`config.mk`:
```
export PLATFORM = sky130hd
export DESIGN_NAME = tsc_status_counters
export DESIGN_NICKNAME = d
export VERILOG_FILES = /design/src/include/tsc_pkg.sv /design/src/hw/tsc_err_counter.sv /design/src/hw/tsc_status_counters.sv
export VERILOG_INCLUDE_DIRS = /design/src /design/src/include
export SDC_FILE = /design/constraint.sdc
export NUM_CORES = 1
export LEC_CHECK = 0
export ABC_AREA = 1
export ABC_CLOCK_PERIOD_IN_PS = 2700
export BUFFER_PORTS_ARGS = -buffer_cell sky130_fd_sc_hd__buf_2
export CORE_ASPECT_RATIO = 0.8
export CORE_UTILIZATION = 30
export CTS_CLUSTER_DIAMETER = 120
export DETAILED_ROUTE_END_ITERATION = 10
export MAX_ROUTING_LAYER = met4
export PLACE_DENSITY_LB_ADDON = 0.05
export SLEW_MARGIN = 0
export SYNTH_ARGS = -nofsm -noshare
export SYNTH_HDL_FRONTEND = slang
export SYNTH_SLANG_ARGS = --single-unit
```
`constraint.sdc`:
```
create_clock -name i_ref_clk -period 2.7 [get_ports i_ref_clk]
set_clock_uncertainty 0.1 [all_clocks]
set_input_delay 0.405 -clock i_ref_clk [delete_from_list [all_inputs] [get_ports i_ref_clk]]
set_output_delay 0.405 -clock i_ref_clk [all_outputs]
set_load 0.02 [all_outputs]
```
`src/include/tsc_cfg.svh`:
```
`ifndef TSC_CFG_SVH
`define TSC_CFG_SVH

// ==========================================================================
// Register offsets
`define TSC_ADDR_STATUS2 8'h21
`define TSC_ADDR_LCV_HI 8'h23
`define TSC_ADDR_LCV_LO 8'h24
`define TSC_ADDR_PCV_HI 8'h25
`define TSC_ADDR_PCV_LO 8'h26
`define TSC_ADDR_MASK2 8'h6f
`define TSC_ADDR_MASK1 8'h7f

// ==========================================================================
// Status two bit positions
`define TSC_B_RX_MF 7
`define TSC_B_TX_MF 6
`define TSC_B_SEC 5
`define TSC_B_RX_FULL 4
`define TSC_B_TX_EMPTY 3
`define TSC_B_MATCH 2
`define TSC_B_ABORT 1
`define TSC_B_SIG_CHG 0

// ==========================================================================
// Reset values
`define TSC_MASK_RST 8'h00
`define TSC_STATUS_RST 8'h00

// ==========================================================================
// Timing: one receive frame every 125 us
`define TSC_FRAME_US 125
`define TSC_SEC_SHORT_MS 999
`define TSC_SEC_LONG_MS 1002
`define TSC_SHORT_PERIOD_MS 42
`define TSC_MS_TO_FRAMES(ms) (((ms) * 1000) / `TSC_FRAME_US)

// ==========================================================================
// Counter widths and line code thresholds
`define TSC_LCV_W 16
`define TSC_PCV_W 12
`define TSC_MOS_W 12
`define TSC_ZERO_RUN_LONG 5'd16
`define TSC_ZERO_RUN_SHORT 5'd8
`define TSC_ABORT_ONES 4'd8

`endif

```
`src/include/tsc_pkg.sv`:
```
package tsc_pkg;

    // ======================================================================
    // Parallel control port request
    typedef struct packed {
        logic [7:0] addr;
        logic wr;
        logic rd;
        logic [7:0] wdata;
    } tsc_bus_t;

    // ======================================================================
    // Receive line events, one per received bit
    typedef struct packed {
        logic vld;
        logic zero;
        logic bpv;
        logic sub_word;
    } tsc_line_t;

    // ======================================================================
    // Receive path errors, one pulse per error
    typedef struct packed {
        logic crc_err;
        logic ft_err;
        logic fs_err;
    } tsc_path_t;

    // ======================================================================
    // Second timer phase
    typedef enum logic [2:0] {
        TSC_PH_A = 3'b001,
        TSC_PH_B = 3'b010,
        TSC_PH_C = 3'b100
    } tsc_phase_t;

endpackage

```
`src/hw/tsc_err_counter.sv`:
```
`include "tsc_cfg.svh"

module tsc_err_counter #(
    parameter int W = 16
) (
    input wire logic i_ref_clk,
    input wire logic i_nrst,
    input wire logic i_inc,
    input wire logic i_snap,
    output logic [W-1:0] o_value
);
    import tsc_pkg::*;

    // ======================================================================
    // Accumulator with saturation and snapshot
    logic [W-1:0] acc_r;
    logic [W-1:0] acc_nxt;
    logic at_max;

    assign at_max = &acc_r;
    assign acc_nxt = i_snap ? {{(W-1){1'b0}}, i_inc} :
                     (i_inc && !at_max) ? acc_r + W'(1) : acc_r;

    always_ff @(posedge i_ref_clk or negedge i_nrst) begin
        if (!i_nrst) begin
            acc_r <= '0;
            o_value <= '0;
        end else begin
            acc_r <= acc_nxt;
            if (i_snap) begin
                o_value <= acc_r;
            end
        end
    end
endmodule // tsc_err_counter

```
`src/hw/tsc_status_counters.sv`:
```
`include "tsc_cfg.svh"

// Behaviour
// - Receive multiframe boundary sets status bit 7
// - Transmit multiframe boundary sets status bit 6
// - Second tick intervals 999, 999, 1002 ms
// - Receive link buffer full sets bit 4
// - Transmit link buffer empty sets bit 3
// - Link byte matching either pattern sets bit 2
// - Eight ones on link sets bit 1
// - Any signaling bit change sets bit 0
// - Alarm mask register at 7f
// - Event mask at 6f; one enables
// - Counters update per second or 42 ms
// - Readable counts hold previous interval
// - Counters saturate, never wrap
// - Line count 16 bits at 23/24
// - Line count content follows zero options
// - Line count runs even without sync
// - Framing select high counts CRC6 errors
// - Superframe counts Ft, optionally Fs errors
// - Path count halts while sync lost
// - Path count at 25 low nibble, 26
// - Upper nibble of 25 is other counter
module tsc_status_counters #(
    parameter int SIG_W = 24,
    parameter int SEC_SHORT_FRAMES = `TSC_MS_TO_FRAMES(`TSC_SEC_SHORT_MS),
    parameter int SEC_LONG_FRAMES = `TSC_MS_TO_FRAMES(`TSC_SEC_LONG_MS),
    parameter int SHORT_FRAMES = `TSC_MS_TO_FRAMES(`TSC_SHORT_PERIOD_MS)
) (
    input wire logic i_ref_clk,
    input wire logic i_nrst,
    input wire tsc_pkg::tsc_bus_t i_bus,
    output logic [7:0] o_rdata,
    output logic o_int,
    input wire logic i_frame_tick,
    input wire logic i_rx_mf,
    input wire logic i_tx_mf,
    input wire logic i_rx_link_full,
    input wire logic i_tx_link_empty,
    input wire logic i_link_byte_vld,
    input wire logic [7:0] i_link_byte,
    input wire logic [7:0] i_link_match_pattern_a,
    input wire logic [7:0] i_link_match_pattern_b,
    input wire logic i_fdl_bit_vld,
    input wire logic i_fdl_bit,
    input wire logic i_sig_vld,
    input wire logic [SIG_W-1:0] i_sig_bits,
    input wire logic [7:0] i_alarm_status,
    input wire tsc_pkg::tsc_line_t i_line,
    input wire logic i_excess_zero_en,
    input wire logic i_rx_zero_sub_enable,
    input wire tsc_pkg::tsc_path_t i_path,
    input wire logic i_rx_framing_select,
    input wire logic i_fs_error_count_enable,
    input wire logic i_sync_loss,
    input wire logic i_counter_period_select,
    input wire logic i_mos_inc
);
    import tsc_pkg::*;

    // ======================================================================
    // Address decode
    logic sel_status2;
    logic sel_mask1;
    logic sel_mask2;
    logic wr_mask1;
    logic wr_mask2;
    logic rd_status2;

    assign sel_status2 = i_bus.addr == `TSC_ADDR_STATUS2;
    assign sel_mask1 = i_bus.addr == `TSC_ADDR_MASK1;
    assign sel_mask2 = i_bus.addr == `TSC_ADDR_MASK2;
    assign wr_mask1 = i_bus.wr && sel_mask1;
    assign wr_mask2 = i_bus.wr && sel_mask2;
    assign rd_status2 = i_bus.rd && sel_status2;

    // ======================================================================
    // One second and short period timers
    localparam int FW = 14;
    localparam logic [FW-1:0] SEC_SHORT_M1 = FW'(SEC_SHORT_FRAMES - 1);
    localparam logic [FW-1:0] SEC_LONG_M1 = FW'(SEC_LONG_FRAMES - 1);
    localparam logic [FW-1:0] SHORT_M1 = FW'(SHORT_FRAMES - 1);

    tsc_phase_t phase_r;
    tsc_phase_t phase_nxt;
    logic [FW-1:0] sec_cnt_r;
    logic [FW-1:0] sec_lim;
    logic [FW-1:0] short_cnt_r;
    logic sec_tick;
    logic short_tick;
    logic snap;

    assign sec_lim = (phase_r == TSC_PH_C) ? SEC_LONG_M1 : SEC_SHORT_M1;
    assign sec_tick = i_frame_tick && (sec_cnt_r == sec_lim);
    assign short_tick = i_frame_tick && (short_cnt_r == SHORT_M1);
    assign snap = i_counter_period_select ? short_tick : sec_tick;

    always_comb begin
        unique case (phase_r)
            TSC_PH_A: phase_nxt = TSC_PH_B;
            TSC_PH_B: phase_nxt = TSC_PH_C;
            TSC_PH_C: phase_nxt = TSC_PH_A;
            default: phase_nxt = TSC_PH_A;
        endcase
    end

    always_ff @(posedge i_ref_clk or negedge i_nrst) begin
        if (!i_nrst) begin
            phase_r <= TSC_PH_A;
            sec_cnt_r <= '0;
            short_cnt_r <= '0;
        end else if (i_frame_tick) begin
            sec_cnt_r <= sec_tick ? '0 : sec_cnt_r + FW'(1);
            short_cnt_r <= short_tick ? '0 : short_cnt_r + FW'(1);
            if (sec_tick) begin
                phase_r <= phase_nxt;
            end
        end
    end

    // ======================================================================
    // Link match, abort and signaling change detection
    logic link_match;
    logic [3:0] ones_r;
    logic abort_hit;
    logic [SIG_W-1:0] sig_r;
    logic sig_seen_r;
    logic sig_change;

    assign link_match = i_link_byte_vld &&
        (i_link_byte == i_link_match_pattern_a ||
         i_link_byte == i_link_match_pattern_b);
    assign abort_hit = i_fdl_bit_vld && i_fdl_bit &&
        (ones_r == `TSC_ABORT_ONES - 4'd1);
    assign sig_change = i_sig_vld && sig_seen_r && (i_sig_bits != sig_r);

    always_ff @(posedge i_ref_clk or negedge i_nrst) begin
        if (!i_nrst) begin
            ones_r <= '0;
            sig_r <= '0;
            sig_seen_r <= 1'b0;
        end else begin
            if (i_fdl_bit_vld) begin
                ones_r <= (!i_fdl_bit || abort_hit) ? 4'd0 : ones_r + 4'd1;
            end
            if (i_sig_vld) begin
                sig_r <= i_sig_bits;
                sig_seen_r <= 1'b1;
            end
        end
    end

    // ======================================================================
    // Status two: hardware set wins over clear on read
    logic [7:0] status_r;
    logic [7:0] status_set;
    logic [7:0] status_clr;

    assign status_set = {i_rx_mf,
                         i_tx_mf,
                         sec_tick,
                         i_rx_link_full,
                         i_tx_link_empty,
                         link_match,
                         abort_hit,
                         sig_change};
    assign status_clr = rd_status2 ? status_r : 8'h00;

    always_ff @(posedge i_ref_clk or negedge i_nrst) begin
        if (!i_nrst) begin
            status_r <= `TSC_STATUS_RST;
        end else begin
            status_r <= (status_r & ~status_clr) | status_set;
        end
    end

    // ======================================================================
    // Mask registers
    logic [7:0] mask1_r;
    logic [7:0] mask2_r;

    always_ff @(posedge i_ref_clk or negedge i_nrst) begin
        if (!i_nrst) begin
            mask1_r <= `TSC_MASK_RST;
            mask2_r <= `TSC_MASK_RST;
        end else begin
            if (wr_mask1) begin
                mask1_r <= i_bus.wdata;
            end
            if (wr_mask2) begin
                mask2_r <= i_bus.wdata;
            end
        end
    end

    // ======================================================================
    // Interrupt output
    logic int_nxt;

    assign int_nxt = |(status_r & mask2_r) ||
                     |(i_alarm_status & mask1_r);

    always_ff @(posedge i_ref_clk or negedge i_nrst) begin
        if (!i_nrst) begin
            o_int <= 1'b0;
        end else begin
            o_int <= int_nxt;
        end
    end

    // ======================================================================
    // Line code violation qualification
    logic [4:0] zero_run_r;
    logic [4:0] zero_lim;
    logic zero_hit;
    logic bpv_cnt;
    logic lcv_inc;

    assign zero_lim = i_rx_zero_sub_enable ? `TSC_ZERO_RUN_SHORT :
                      `TSC_ZERO_RUN_LONG;
    assign zero_hit = i_line.vld && i_line.zero && i_excess_zero_en &&
                      (zero_run_r == zero_lim - 5'd1);
    assign bpv_cnt = i_line.vld && i_line.bpv &&
                     !(i_rx_zero_sub_enable && i_line.sub_word);
    assign lcv_inc = bpv_cnt || zero_hit;

    always_ff @(posedge i_ref_clk or negedge i_nrst) begin
        if (!i_nrst) begin
            zero_run_r <= '0;
        end else if (i_line.vld) begin
            zero_run_r <= (!i_line.zero || zero_hit) ? 5'd0 :
                          (zero_run_r == 5'd31) ? zero_run_r :
                          zero_run_r + 5'd1;
        end
    end

    // ======================================================================
    // Path violation qualification
    logic pcv_inc;
    logic pcv_raw;

    assign pcv_raw = i_rx_framing_select ? i_path.crc_err :
        (i_path.ft_err || (i_fs_error_count_enable && i_path.fs_err));
    assign pcv_inc = pcv_raw && !i_sync_loss;

    // ======================================================================
    // Error counters
    logic [`TSC_LCV_W-1:0] lcv_val;
    logic [`TSC_PCV_W-1:0] pcv_val;
    logic [`TSC_MOS_W-1:0] mos_val;

    tsc_err_counter #(.W(`TSC_LCV_W)) u_lcv (
        .i_ref_clk(i_ref_clk),
        .i_nrst(i_nrst),
        .i_inc(lcv_inc),
        .i_snap(snap),
        .o_value(lcv_val)
    );

    tsc_err_counter #(.W(`TSC_PCV_W)) u_pcv (
        .i_ref_clk(i_ref_clk),
        .i_nrst(i_nrst),
        .i_inc(pcv_inc),
        .i_snap(snap),
        .o_value(pcv_val)
    );

    tsc_err_counter #(.W(`TSC_MOS_W)) u_mos (
        .i_ref_clk(i_ref_clk),
        .i_nrst(i_nrst),
        .i_inc(i_mos_inc),
        .i_snap(snap),
        .o_value(mos_val)
    );

    // ======================================================================
    // Read data
    logic [7:0] rdata_nxt;

    always_comb begin
        rdata_nxt = 8'h00;
        unique case (i_bus.addr)
            `TSC_ADDR_STATUS2: rdata_nxt = status_r;
            `TSC_ADDR_LCV_HI: rdata_nxt = lcv_val[15:8];
            `TSC_ADDR_LCV_LO: rdata_nxt = lcv_val[7:0];
            `TSC_ADDR_PCV_HI: rdata_nxt = {mos_val[11:8],
                                           pcv_val[11:8]};
            `TSC_ADDR_PCV_LO: rdata_nxt = pcv_val[7:0];
            `TSC_ADDR_MASK2: rdata_nxt = mask2_r;
            `TSC_ADDR_MASK1: rdata_nxt = mask1_r;
            default: rdata_nxt = 8'h00;
        endcase
    end

    always_ff @(posedge i_ref_clk or negedge i_nrst) begin
        if (!i_nrst) begin
            o_rdata <= 8'h00;
        end else if (i_bus.rd) begin
            o_rdata <= rdata_nxt;
        end
    end
endmodule // tsc_status_counters

```
# Word level (Yosys, flattened, before mapping)
# Cells that the tools add are included.
# word_totals
ff_bits	178
input_bits	99
# op_classes
n_bitwise	5
n_eq_ne	19
n_mux	18
addsub	8
reduce_logical	44
# op_table
op	n
$pmux W8 S7	1
$mux W12	4
$eq A8 B6 Y1 const B	5
$mux W16	2
$add A14 B1 Y14 const B	2
$mux W14	2
$add A12 B1 Y12 const B	2
$and A8 B8 Y8	3
$ne A24 B24 Y1	1
$reduce_and A12 Y1	2
$logic_and A1 B1 Y1	21
$add A16 B1 Y16 const B	1
$eq A8 B7 Y1 const B	2
$eq A8 B8 Y1	2
$reduce_and A16 Y1	1
$reduce_or A8 Y1	2
$mux W5	3
$eq A14 B13 Y1	1
$eq A14 B9 Y1 const B	1
$mux W8	1
$not A8 Y8	1
$or A8 B8 Y8	1
$logic_not A1 Y1	7
$mux W7	1
16 further kinds	25

# Longest topological paths before layout
# Gate-level depths: netlist (run 1).
# logic_depth
ltp_word	8
ltp_mapped	12
ltp_nobuf	11

# Cells and area by module
# From an unflattened synthesis (run 1), not the netlist that was laid out.
# unflattened
hier_cells	1372
hier_area_um2	9938.3
# by_module_without_submodules
module	instances	cells_each	area_each_um2
tsc_status_counters	1	833	5814.3
tsc_err_counter at u_mos ...	2	155	1218.7
tsc_err_counter at u_lcv	1	229	1686.6

# Worst setup path after synthesis (run 1)
# OpenSTA, ideal clock, no wires.
# synth_timing
path_kind	input to register
startpoint	input i_bus[14] (netlist name)
endpoint	register mask2_r[4]
required_ns	2.475
setup_time_ns	0.125
cell_stages	7
setup_slack_ns	0.959
n_path_buf	1
t_arrival_ns	1.516
path_cell_list	inv_1 nand2_1 nor2_1 nand2_2 nor2_4 buf_6 mux2_4
# synth_between
elab_chain_cells	2
# synth_lines
element	line	rtl
start, declared	tsc_status_counters.sv:33	input wire tsc_pkg::tsc_bus_t i_bus,
$eq A8 B7 Y1	-	
$logic_and A1 B1 Y1	tsc_status_counters.sv:75	assign wr_mask2 = i_bus.wr && sel_mask2;
end signal, assigned	tsc_status_counters.sv:186	mask2_r <= `TSC_MASK_RST;
end signal, assigned	tsc_status_counters.sv:192	mask2_r <= i_bus.wdata;
end, declared	tsc_status_counters.sv:181	logic [7:0] mask2_r;
# Every way passes these cells.
# A chain may end at the register's enable or synchronous reset.

# Worst setup path after layout (run 1)
# layout_timing
startpoint	register zero_run_r[0]
endpoint	register u_lcv.acc_r[7]
# layout_between
elab_chain_cells	5
# layout_lines
element	line	rtl
start, declared	tsc_status_counters.sv:214	logic [4:0] zero_run_r;
start signal, assigned	tsc_status_counters.sv:232	zero_run_r <= (!i_line.zero || zero_hit) ? 5'd0 :
$eq A5 B5 Y1	tsc_status_counters.sv:223	(zero_run_r == zero_lim - 5'd1);
$logic_and A1 B1 Y1	tsc_status_counters.sv:222	assign zero_hit = i_line.vld && i_line.zero && i_excess_zero_en &&
$logic_or A1 B1 Y1	tsc_status_counters.sv:226	assign lcv_inc = bpv_cnt || zero_hit;
$logic_and A1 B1 Y1	tsc_err_counter.sv:22	(i_inc && !at_max) ? acc_r + W'(1) : acc_r;
$reduce_bool A2 Y1 (no line)	-	
end signal, assigned	tsc_err_counter.sv:29	acc_r <= acc_nxt;
end, declared	tsc_err_counter.sv:16	logic [W-1:0] acc_r;
# Every way passes these cells.

==> results of run 1 <==
## synthesized netlist by cell type, types with 6 or more instances
cell	instances	area share, %
a21oi_1	19	1.0
buf_2	6	0.32
buf_6	11	1.3
clkbuf_1	8	0.32
dfrtp_1	169	45
ha_1	8	1.1
inv_1	143	5.8
nand2_1	350	14
nand2_2	9	0.61
nand3_1	112	6.0
nand4_1	28	1.9
nor2_1	134	5.4
nor3_1	21	1.1
o21ai_0	51	2.7
o21ai_2	28	2.6
or2_2	7	0.47
xnor2_1	39	3.7
xor2_1	19	1.8
## worst max-delay path: stages (launching register included)
cell     delay (ns)
dfrtp_1        0.39
ha_1           0.17
nand2_1        0.08
nor2_1         0.11
nand3_1        0.19
a21oi_2        0.63
nand4_1        0.16
nand2_1        0.12
nor2_1         0.04
## final cells by class
class / count / area [µm²]
Fill cell: 3227 / 19500
Multi-Input combinational cell: 865 / 4320
Sequential cell: 170 / 4260
Timing Repair Buffer: 126 / 724
Inverter: 145 / 544
Tap cell: 413 / 517
Clock buffer: 17 / 425
Clock inverter: 15 / 148
Antenna cell: 2 / 5.00
## logic make-up (layout without fill, tap and decap cells)
family                     Yosys count  in the layout  synth area share, %
AOI/OAI and AO/OA                  117            117                 7.83
xor gates and xnor gates            58             58                 5.46
adders and majority gates            8              8                 1.08
buffers and inverters              173            303                 8.03
DFF                                170            170                 45.7
muxes                                4              4                0.565
other                                0              2                    0
and+or+nand+nor                    678            678                 31.3
## cell usage in the layout, fill, tap and decap left out, drive strengths merged
master / synthesis / routed
o22ai: 2 / 2
nor4: 3 / 3
a31oi: 1 / 1
nor3: 25 / 25
dfrtp: 169 / 169
o21bai: 5 / 5
nor2: 138 / 138
a221oi: 2 / 2
ha: 8 / 8
mux2: 4 / 4
a21boi: 1 / 1
nand2: 360 / 360
dlygate4sd3: 0 / 1
xor2: 19 / 19
dfstp: 1 / 1
a21o: 1 / 1
inv: 144 / 154
diode: 0 / 2
nand4: 28 / 28
clkbuf: 8 / 17
clkinv: 1 / 6
o211ai: 2 / 2
a21oi: 20 / 20
nand3: 115 / 115
o21ai: 83 / 83
nand3b: 2 / 2
buf: 20 / 125
xnor2: 39 / 39
or2: 7 / 7
## stage by stage
stage	utilization, %	setup WS (ns)	total power [mW]
detailed placement	34.0	0.572	4.30
global placement	34.0	0.568	4.31
global route	35.9	0.374	7.14
CTS	35.9	0.571	6.80
finish	35.9	0.600	6.67
floorplan	-	0.959	3.89
## worst max-delay path by stage
stage,to,start,depth (start not counted)
3_3_place_gp,u_pcv.acc_r[11],i_sync_loss,8
2_1_floorplan,mask2_r[4],i_bus[14],7
3_5_place_dp,u_pcv.acc_r[9],i_sync_loss,8
5_1_grt,u_pcv.acc_r[11],u_pcv.acc_r[0],10
6_report,u_lcv.acc_r[7],zero_run_r[0],8
4_1_cts,u_lcv.o_value[1],short_cnt_r[11],7
## routing by layer
metal	share of wire, %	track usage, %
met1	55	25.6
met2	40	22.8
met3	4.2	3.16
met4	0.71	3.67
met5	0	-
## sequential cells by signal, summed over array words and instances, names as in the netlist
register / flops
sec_cnt_r: 14
u_mos.acc_r: 12
u_pcv.acc_r: 12
o_int: 1
zero_run_r: 5
sig_r: 24
ones_r: 4
mask1_r: 8
u_lcv.o_value: 16
phase_r: 3
u_lcv.acc_r: 16
short_cnt_r: 14
u_mos.o_value: 4
u_pcv.o_value: 12
o_rdata: 8
mask2_r: 8
sig_seen_r: 1
status_r: 8
## power by group
group,leakage [nW],switching [mW],internal [mW]
combinational,3.21,0.657,0.444
clock,0.286,1.20,1.24
sequential,2.09,0.287,2.85
==> flow_summary.json, run 1 <==
{
  "status": "finished, final reports clean",
  "grt_max_degree": 50,
  "cp.required_ns": 2.92,
  "crit_fanout": 14,
  "syn2layout_area_growth_pct": 17.5,
  "async_flop_share_pct": 100,
  "holdPathEnd": "status_r[6]",
  "place_area_um2": 10300,
  "setup_viol": 0,
  "worstHoldStart": "i_tx_mf",
  "rsz0062_at_grt": "false",
  "r2r-end": "u_lcv.acc_r[7]",
  "vias": 7798,
  "grtUsageTotal_pct": 16.9,
  "finalWorstPathRequiredPeriod_ns": 2.10,
  "cts_max_level": 4,
  "initial_core_util_pct": 30.6,
  "cts_resized": 0,
  "clk_latency_ns": 0.43,
  "final_cell_count_no_fill": 1753,
  "slew_viol_final": 0,
  "nNetsFinal": 1432,
  "grt_pass1_vias": 7655,
  "slew_headroom_pct": 46.6,
  "final_area_um2": 10900,
  "max_freq_mhz": 476,
  "clock-sinks": 170,
  "synth_flop_cell": "dfrtp_1",
  "syn_area_um2": 9310,
  "arrival_ns": 2.32,
  "post_cts_buffers": 0,
  "maxCapViolCount": 0,
  "cts.clk_slew.worst_paths_ns": 0.07,
  "ioPinCount": 108,
  "r2r_start": "zero_run_r[0]",
  "syn_avg_cell_area_um2": 7.70,
  "ys_seq_area_share_pct": 45.7,
  "tns_ns": 0,
  "r2r_cells": 8,
  "p_leak_nw": 5.59,
  "clk_path_buf_depth": 2,
  "grt-ovfl-total": 0,
  "antenna_found_initial": 2,
  "rows": 57,
  "worstSetupEndpointType": "flip-flop",
  "final_hold_viol_count": 0,
  "drtIter0Drc": 505,
  "power_density_nw_per_um2": 610,
  "worst-setup-path-type": "flip-flop to flip-flop",
  "cts_buffers": 17,
  "timing.hold.ws_ns": 0.0708,
  "cts_hold_buf": 1,
  "die_h_um": 160,
  "cts_root_buffer": "clkbuf_16",
  "drc": 0,
  "synthCells": 1208,
  "synth-edff-count": 0,
  "hold_path.class": "input port to flip-flop",
  "dp_cells": 1718,
  "ant_nets": 0,
  "place.gp.congestion": 0.805,
  "die_width_um": 199,
  "start_kind": "flip-flop",
  "portBuffers": 107,
  "vias_per_cell": 4.45,
  "drive_gt1_share_pct": 16.5,
  "synth_cell_types": 42,
  "ff2ff_setup_slack_ns": 0.60,
  "worst_pin_slew_ns": 0.800,
  "cts_tree": "yes",
  "hpwl_um": 18500,
  "synth_nets": 1315,
  "wl_per_cell_um": 13.9,
  "min_path_cells": 2,
  "ir_worst_vdd_mv": 0.378,
  "grt_pass1_wl_um": 41000,
  "core_um2": 30500,
  "finalCritPeriodShare_pct": 77.8,
  "yosys_warnings": 0,
  "drt-total-wl_um": 24400,
  "dr.pass1.iters": 5,
  "synth-seq-cells": 170,
  "dieArea_um2": 31700
}
Note: power is estimated with default switching activity, not from simulation.
==> inputs of run 2 (changes only) <==
- ABC_AREA: 1 -> 0
- ABC_CLOCK_PERIOD_IN_PS: 2700 -> 1900
- clock period: 2.7 -> 1.9 ns (I/O delays scaled with it)
==> flow_summary.json, run 2 <==
{
  "grt-ovfl-total": 0,
  "hpwl_um": 17400,
  "synth_xor_area_share_pct": 9.34,
  "cts_buffers": 17,
  "cts.clk_slew.worst_paths_ns": 0.06,
  "ir_worst_vdd_mv": 0.673,
  "seq_power_share_pct": 42.0,
  "final_cell_count_no_fill": 1425,
  "ioPinCount": 108,
  "vias_per_cell": 4.87,
  "crit_buf_inv": 2,
  "drtIter0Drc": 362,
  "maxCapViolCount": 0,
  "grt_pass1_vias": 7231,
  "worstSetupEndpointType": "flip-flop",
  "grtUsageTotal_pct": 17.5,
  "ant_nets": 0,
  "rsz0062_at_grt": "true",
  "r2r-end": "u_lcv.o_value[13]",
  "combPwrFrac_pct": 20.0,
  "switching_share_pct": 27.6,
  "yosys_warnings": 0,
  "synth_area_leaders": "dfrtp_1 (49%), mux2_2 (11%), xnor2_1 (7.3%)",
  "num_antenna_cells": 0,
  "crit_fanout": 8,
  "hold_path.class": "input port to flip-flop",
  "drive_gt1_share_pct": 40.3,
  "synth_nets": 885,
  "r2r_cells": 6,
  "total_power_mw": 10.6,
  "ys_seq_area_share_pct": 48.8,
  "drt-total-wl_um": 24300,
  "largest_register_ffs": 24,
  "grt_max_degree": 52,
  "ff2ff_setup_slack_ns": -0.15,
  "max_freq_mhz": 487,
  "arrival_ns": 2.26,
  "die_h_um": 154,
  "place_area_um2": 10700,
  "holdPathEnd": "sig_r[0]",
  "largest_register": "sig_r",
  "r2r_start": "sec_cnt_r[5]",
  "finalWorstPathRequiredPeriod_ns": 2.05,
  "rows": 55,
  "p_sw_mw": 2.91,
  "syn2layout_area_growth_pct": 39.3,
  "cpMostUsedCell": "mux2_4",
  "vias": 6933,
  "cts_root_buffer": "clkbuf_16",
  "dr.pass1.iters": 7,
  "synth.most_common_cell": "dfrtp_1",
  "clk_path_buf_depth": 2,
  "clkPwrFrac_pct": 38.0,
  "crit_family": "multiplexers",
  "dieArea_um2": 29700,
  "synth-edff-count": 0,
  "synth.largest_area_cell": "dfrtp_1",
  "syn_avg_cell_area_um2": 11.2,
  "worst-setup-path-type": "flip-flop to flip-flop",
  "timing.hold.ws_ns": 0.0142,
  "setup_viol": 81,
  "violations": "DRC, setup timing",
  "antenna_found_initial": 0,
  "final_area_um2": 12100,
  "fillerInstances": 2731,
  "synthCells": 778,
  "synth_cell_types": 70,
  "initial_core_util_pct": 30.7,
  "crit_path_start": "sec_cnt_r[5]",
  "synth_top_family_by_area": "simple AND/OR/NAND/NOR gates",
  "grt_pass1_wl_um": 39000,
  "die_width_um": 193,
  "syn_area_um2": 8720,
  "dp_cells": 1352,
  "yosysTopAreaCellShare_pct": 48.5,
  "largest_registers": "sig_r: 24 flops, u_lcv.acc_r: 16 flops, u_lcv.o_value: 16 flops",
  "yosys.area_share.adder_pct": 1.15,
  "final_hold_viol_count": 0,
  "worst_pin_slew_ns": 0.644,
  "power_density_nw_per_um2": 869,
  "synth_common_cells": "dfrtp_1 (169), mux2_2 (85), xnor2_1 (73)",
  "muxShareOfSynthArea_pct": 12.9,
  "wl_per_cell_um": 17.1,
  "cp_cell_sequence": "and4bb_2 -> mux2_4 -> buf_6 -> a22o_4 -> buf_12 -> mux2_4",
  "nNetsFinal": 1149,
  "fin_util_pct": 42.7,
  "setup_slack_ns": -0.152,
  "synth_simple_gate_area_share_pct": 16.6,
  "intPower_mw": 7.64,
  "async_flop_share_pct": 100,
  "synth_flop_cell": "dfrtp_1",
  "clock-sinks": 170,
  "cp.required_ns": 2.11,
  "worstHoldStart": "i_sig_bits[0]",
  "p_leak_nw": 5.46,
  "place.gp.congestion": 0.865,
  "tns_ns": -6.88,
  "finalCritPeriodShare_pct": 108,
  "drc": 34,
  "clk_latency_ns": 0.44,
  "status": "complete, but fails checks",
  "synth-seq-cells": 170,
  "max_stage_delay_ns": 0.40,
  "slew_headroom_pct": 57.1,
  "start_kind": "flip-flop",
  "core_um2": 28400,
  "portBuffers": 107,
  "critPathSlowestCell": "dfrtp_1",
  "dp_slack_ns": -0.136,
  "synth_compound_area_share_pct": 8.43,
  "layout_common_cells": "dfrtp_1 (169), buf_4 (112), buf_2 (106)",
  "slew_viol_final": 0,
  "final_common_cell": "dfrtp_1",
  "min_path_cells": 2,
  "cts_max_level": 4,
  "cts_tree": "yes"
}
[run 2: repair_timing]
action	CTS	global route
setup buffers	9	6
endpoints found under the setup margin	82	94
hold buffers	21	0
cloned	5	1
resized for setup	45	37
pin swaps	12	6
endpoints found under the hold margin	66	0
[run 2: worst max-delay path by stage]
stage | end | slack [ns] | cells after the start
6_report | u_lcv.o_value[13] | -0.15 | 6
3_5_place_dp | u_lcv.acc_r[7] | -0.14 | 7
4_1_cts | u_pcv.acc_r[0] | -0.15 | 7
3_3_place_gp | sec_cnt_r[0] | -0.11 | 6
2_1_floorplan | u_pcv.acc_r[0] | -0.005 | 6
5_1_grt | u_pcv.acc_r[0] | -0.23 | 7
[run 2: layer usage]
layer | GRT usage (%) | routed length, µm | up-vias
met5 | - | 0 | -
met4 | 4.20 | 187 | 0
met2 | 25.6 | 10500 | 160
li1 | - | - | 3354
met1 | 24.9 | 12500 | 3409
met3 | 3.34 | 1120 | 10
[run 2: kinds of logic (layout without fill, tap and decap cells)]
kind of cell,after synthesis,after routing
XOR/XNOR,93,93
flip-flops,170,170
adder cells (fa/ha/maj),8,8
buffers and inverters,52,328
AO/OA/AOI/OAI,97,98
multiplexers,101,101
AND/OR/NAND/NOR,257,257
[run 2: area by class of cell]
cell class / instances / area (µm²) / share of cell area [%]
multi-input combinational: 557 / 4570 / 37.6
sequential: 170 / 4260 / 35.1
timing repair buffer: 269 / 2080 / 17.1
tap: 370 / 463 / 3.81
clock buffer: 18 / 429 / 3.53
clock inverter: 14 / 243 / 2.00
inverter: 27 / 101 / 0.835
[run 2: worst register-to-register path, cell delays in order (launching register included)]
cell      delay (ns)
dfrtp_1         0.40
and4bb_2        0.24
mux2_4          0.29
buf_6           0.13
a22o_4          0.32
buf_12          0.17
mux2_4          0.29
[run 2: power by group through the flow]
| stage | Clock (mW) | Combinational (mW) | Sequential, mW |
|---|---|---|---|
| 4_1_cts | 4.16 | 2.09 | 4.42 |
| 6_report | 4.02 | 2.11 | 4.43 |
| 3_5_place_dp | 0 | 1.98 | 4.48 |
| 3_3_place_gp | 0 | 1.91 | 4.45 |
| 5_1_grt | 4.31 | 2.36 | 4.48 |
| 2_1_floorplan | 0 | 0.955 | 4.49 |
==> inputs of run 3 (changes only) <==
==> constraint.sdc (replaced) <==
create_clock -name i_ref_clk -period 1.9 [get_ports i_ref_clk]
set_clock_uncertainty 0.1 [all_clocks]
set_input_delay 0.095 -clock i_ref_clk [delete_from_list [all_inputs] [get_ports i_ref_clk]]
set_output_delay 0.095 -clock i_ref_clk [all_outputs]
set_load 0.02 [all_outputs]
==> flow_summary.json, run 3 (same netlist as run 2, synthesis figures left out) <==
{
  "status": "complete, but fails checks",
  "violations": "DRC, setup timing",
  "crit_family": "multiplexers",
  "p_sw_mw": 2.84,
  "hold_path.class": "input port to flip-flop",
  "min_path_cells": 5,
  "place.gp.congestion": 0.798,
  "ioPinCount": 108,
  "setup_slack_ns": -0.114,
  "drc": 34,
  "syn2layout_area_growth_pct": 40.6,
  "worst-setup-path-type": "flip-flop to flip-flop",
  "grt_max_degree": 51,
  "max_stage_delay_ns": 0.41,
  "finalCritPeriodShare_pct": 106,
  "maxCapViolCount": 0,
  "cts_tree": "yes",
  "critPathSlowestCell": "dfrtp_1",
  "finalWorstPathRequiredPeriod_ns": 2.01,
  "cts_buffers": 17,
  "rsz0062_at_grt": "true",
  "cts_max_level": 4,
  "slew_viol_final": 0,
  "dp_cells": 1335,
  "start_kind": "flip-flop",
  "ir_worst_vdd_mv": 0.627,
  "cts_root_buffer": "clkbuf_16",
  "drtIter0Drc": 381,
  "ff2ff_setup_slack_ns": -0.11,
  "drive_gt1_share_pct": 38.6,
  "r2r-end": "u_lcv.o_value[15]",
  "fillerInstances": 2680,
  "final_cell_count_no_fill": 1441,
  "r2r_start": "phase_r[1]",
  "combPwrFrac_pct": 21.0,
  "wl_per_cell_um": 16.5,
  "portBuffers": 107,
  "cp.required_ns": 2.11,
  "total_power_mw": 10.4,
  "vias_per_cell": 4.84,
  "slew_headroom_pct": 61.4,
  "crit_fanout": 10,
  "die_width_um": 193,
  "clock-sinks": 170,
  "largest_registers": "sig_r: 24 flops, u_lcv.acc_r: 16 flops, u_lcv.o_value: 16 flops",
  "seq_power_share_pct": 42.7,
  "clk_path_buf_depth": 2,
  "nNetsFinal": 1168,
  "p_leak_nw": 5.46,
  "dr.pass1.iters": 8,
  "largest_register": "sig_r",
  "setup_viol": 70,
  "num_antenna_cells": 0,
  "arrival_ns": 2.23,
  "fin_util_pct": 43.1,
  "antenna_found_initial": 0,
  "grt_pass1_vias": 7033,
  "holdPathEnd": "o_rdata[4]",
  "rows": 55,
  "cts.clk_slew.worst_paths_ns": 0.07,
  "dp_slack_ns": -0.203,
  "worstSetupEndpointType": "flip-flop",
  "worstHoldStart": "i_bus[14]",
  "core_um2": 28400,
  "final_hold_viol_count": 0,
  "clkPwrFrac_pct": 36.2,
  "dieArea_um2": 29700,
  "clk_latency_ns": 0.43,
  "die_h_um": 154,
  "intPower_mw": 7.52,
  "r2r_cells": 6,
  "layout_common_cells": "dfrtp_1 (169), buf_2 (106), buf_4 (104)",
  "ant_nets": 0,
  "grt_pass1_wl_um": 37700,
  "crit_buf_inv": 2,
  "initial_core_util_pct": 30.7,
  "grtUsageTotal_pct": 16.8,
  "vias": 6977,
  "cp_cell_sequence": "nor3b_2 -> mux2_4 -> buf_6 -> a22o_4 -> buf_12 -> mux2_4",
  "drt-total-wl_um": 23800,
  "power_density_nw_per_um2": 846,
  "cpMostUsedCell": "mux2_4",
  "switching_share_pct": 27.4,
  "grt-ovfl-total": 0,
  "final_common_cell": "dfrtp_1",
  "hpwl_um": 16500,
  "worst_pin_slew_ns": 0.578,
  "largest_register_ffs": 24,
  "max_freq_mhz": 497
}
## run 3: cell types whose count changed in the layout (fill, tap and decap cells not counted), sizes merged
cell,before,now
dlygate4sd3,21,56
buf,247,230
clkinvlp,3,1
clkbuf,19,24
bufinv,6,4
inv,30,27
## run 3: stage by stage
| step | instance area [µm²] | TNS [ns] | hold WS [ns] |
|---|---|---|---|
| after floorplan | 8770 | -0.00477 | -0.301 |
| after global placement | 10500 | -6.05 | -0.00658 |
| after detailed placement | 10500 | -9.51 | -0.00570 |
| after CTS | 12000 | -5.31 | 0.0138 |
| after global routing | 12300 | -11.83 | 0.0263 |
| final | 12300 | -4.57 | 0.0343 |
## run 3: timing repair
| item | 4_1_cts | 5_1_grt |
|---|---|---|
| setup buffers | 11 | 6 |
| pin swaps | 10 | 16 |
| gates cloned | 2 | 2 |
| resized for setup | 31 | 54 |
| hold buffers | 56 | 0 |
| endpoints found under the hold margin | 234 | 0 |
| setup endpoints to repair | 74 | 89 |
## run 3: final cells by class
| cell class | count | area [µm²] | area share, % |
|---|---|---|---|
| Clock buffer | 22 | 474 | 3.87 |
| Tap cell | 370 | 463 | 3.78 |
| Clock inverter | 7 | 141 | 1.15 |
| Sequential cell | 170 | 4260 | 34.7 |
| Timing Repair Buffer | 288 | 2250 | 18.4 |
| Multi-Input combinational cell | 557 | 4570 | 37.3 |
| Inverter | 27 | 101 | 0.827 |
## run 3: worst min-delay path: stages
cell	delay, ns
buf_2	0.11
nor4_4	0.05
nand2_1	0.07
o31a_1	0.13
o22ai_1	0.06
## run 3: power groups by stage
stage | combinational, mW | clock (mW) | sequential (mW)
2_1_floorplan | 0.955 | 0 | 4.49
3_3_place_gp | 1.87 | 0 | 4.47
4_1_cts | 2.10 | 3.88 | 4.43
5_1_grt | 2.44 | 4.00 | 4.49
3_5_place_dp | 1.92 | 0 | 4.49
6_report | 2.18 | 3.76 | 4.43
## run 3: how the worst max path moves through the flow
stage                    startpoint           endpoint  slack, ns  depth (start not counted)
detailed placement  short_cnt_r[10]    u_lcv.acc_r[11]      -0.20                          6
floorplan                phase_r[1]     u_pcv.acc_r[0]     -0.005                          6
global route           sec_cnt_r[4]    u_lcv.acc_r[11]      -0.19                          7
CTS                    sec_cnt_r[4]     u_mos.acc_r[7]      -0.11                          7
global placement    short_cnt_r[10]    u_lcv.acc_r[13]      -0.12                          6
finish                   phase_r[1]  u_lcv.o_value[15]      -0.11                          6
## run 3: routing by layer
| metal | track usage (%) | up-vias | wire, µm |
|---|---|---|---|
| met5 | - | - | 0 |
| met4 | 3.34 | 0 | 165 |
| met3 | 3.09 | 13 | 1020 |
| met2 | 24.1 | 147 | 10200 |
| met1 | 24.6 | 3434 | 12400 |
| li1 | - | 3383 | - |
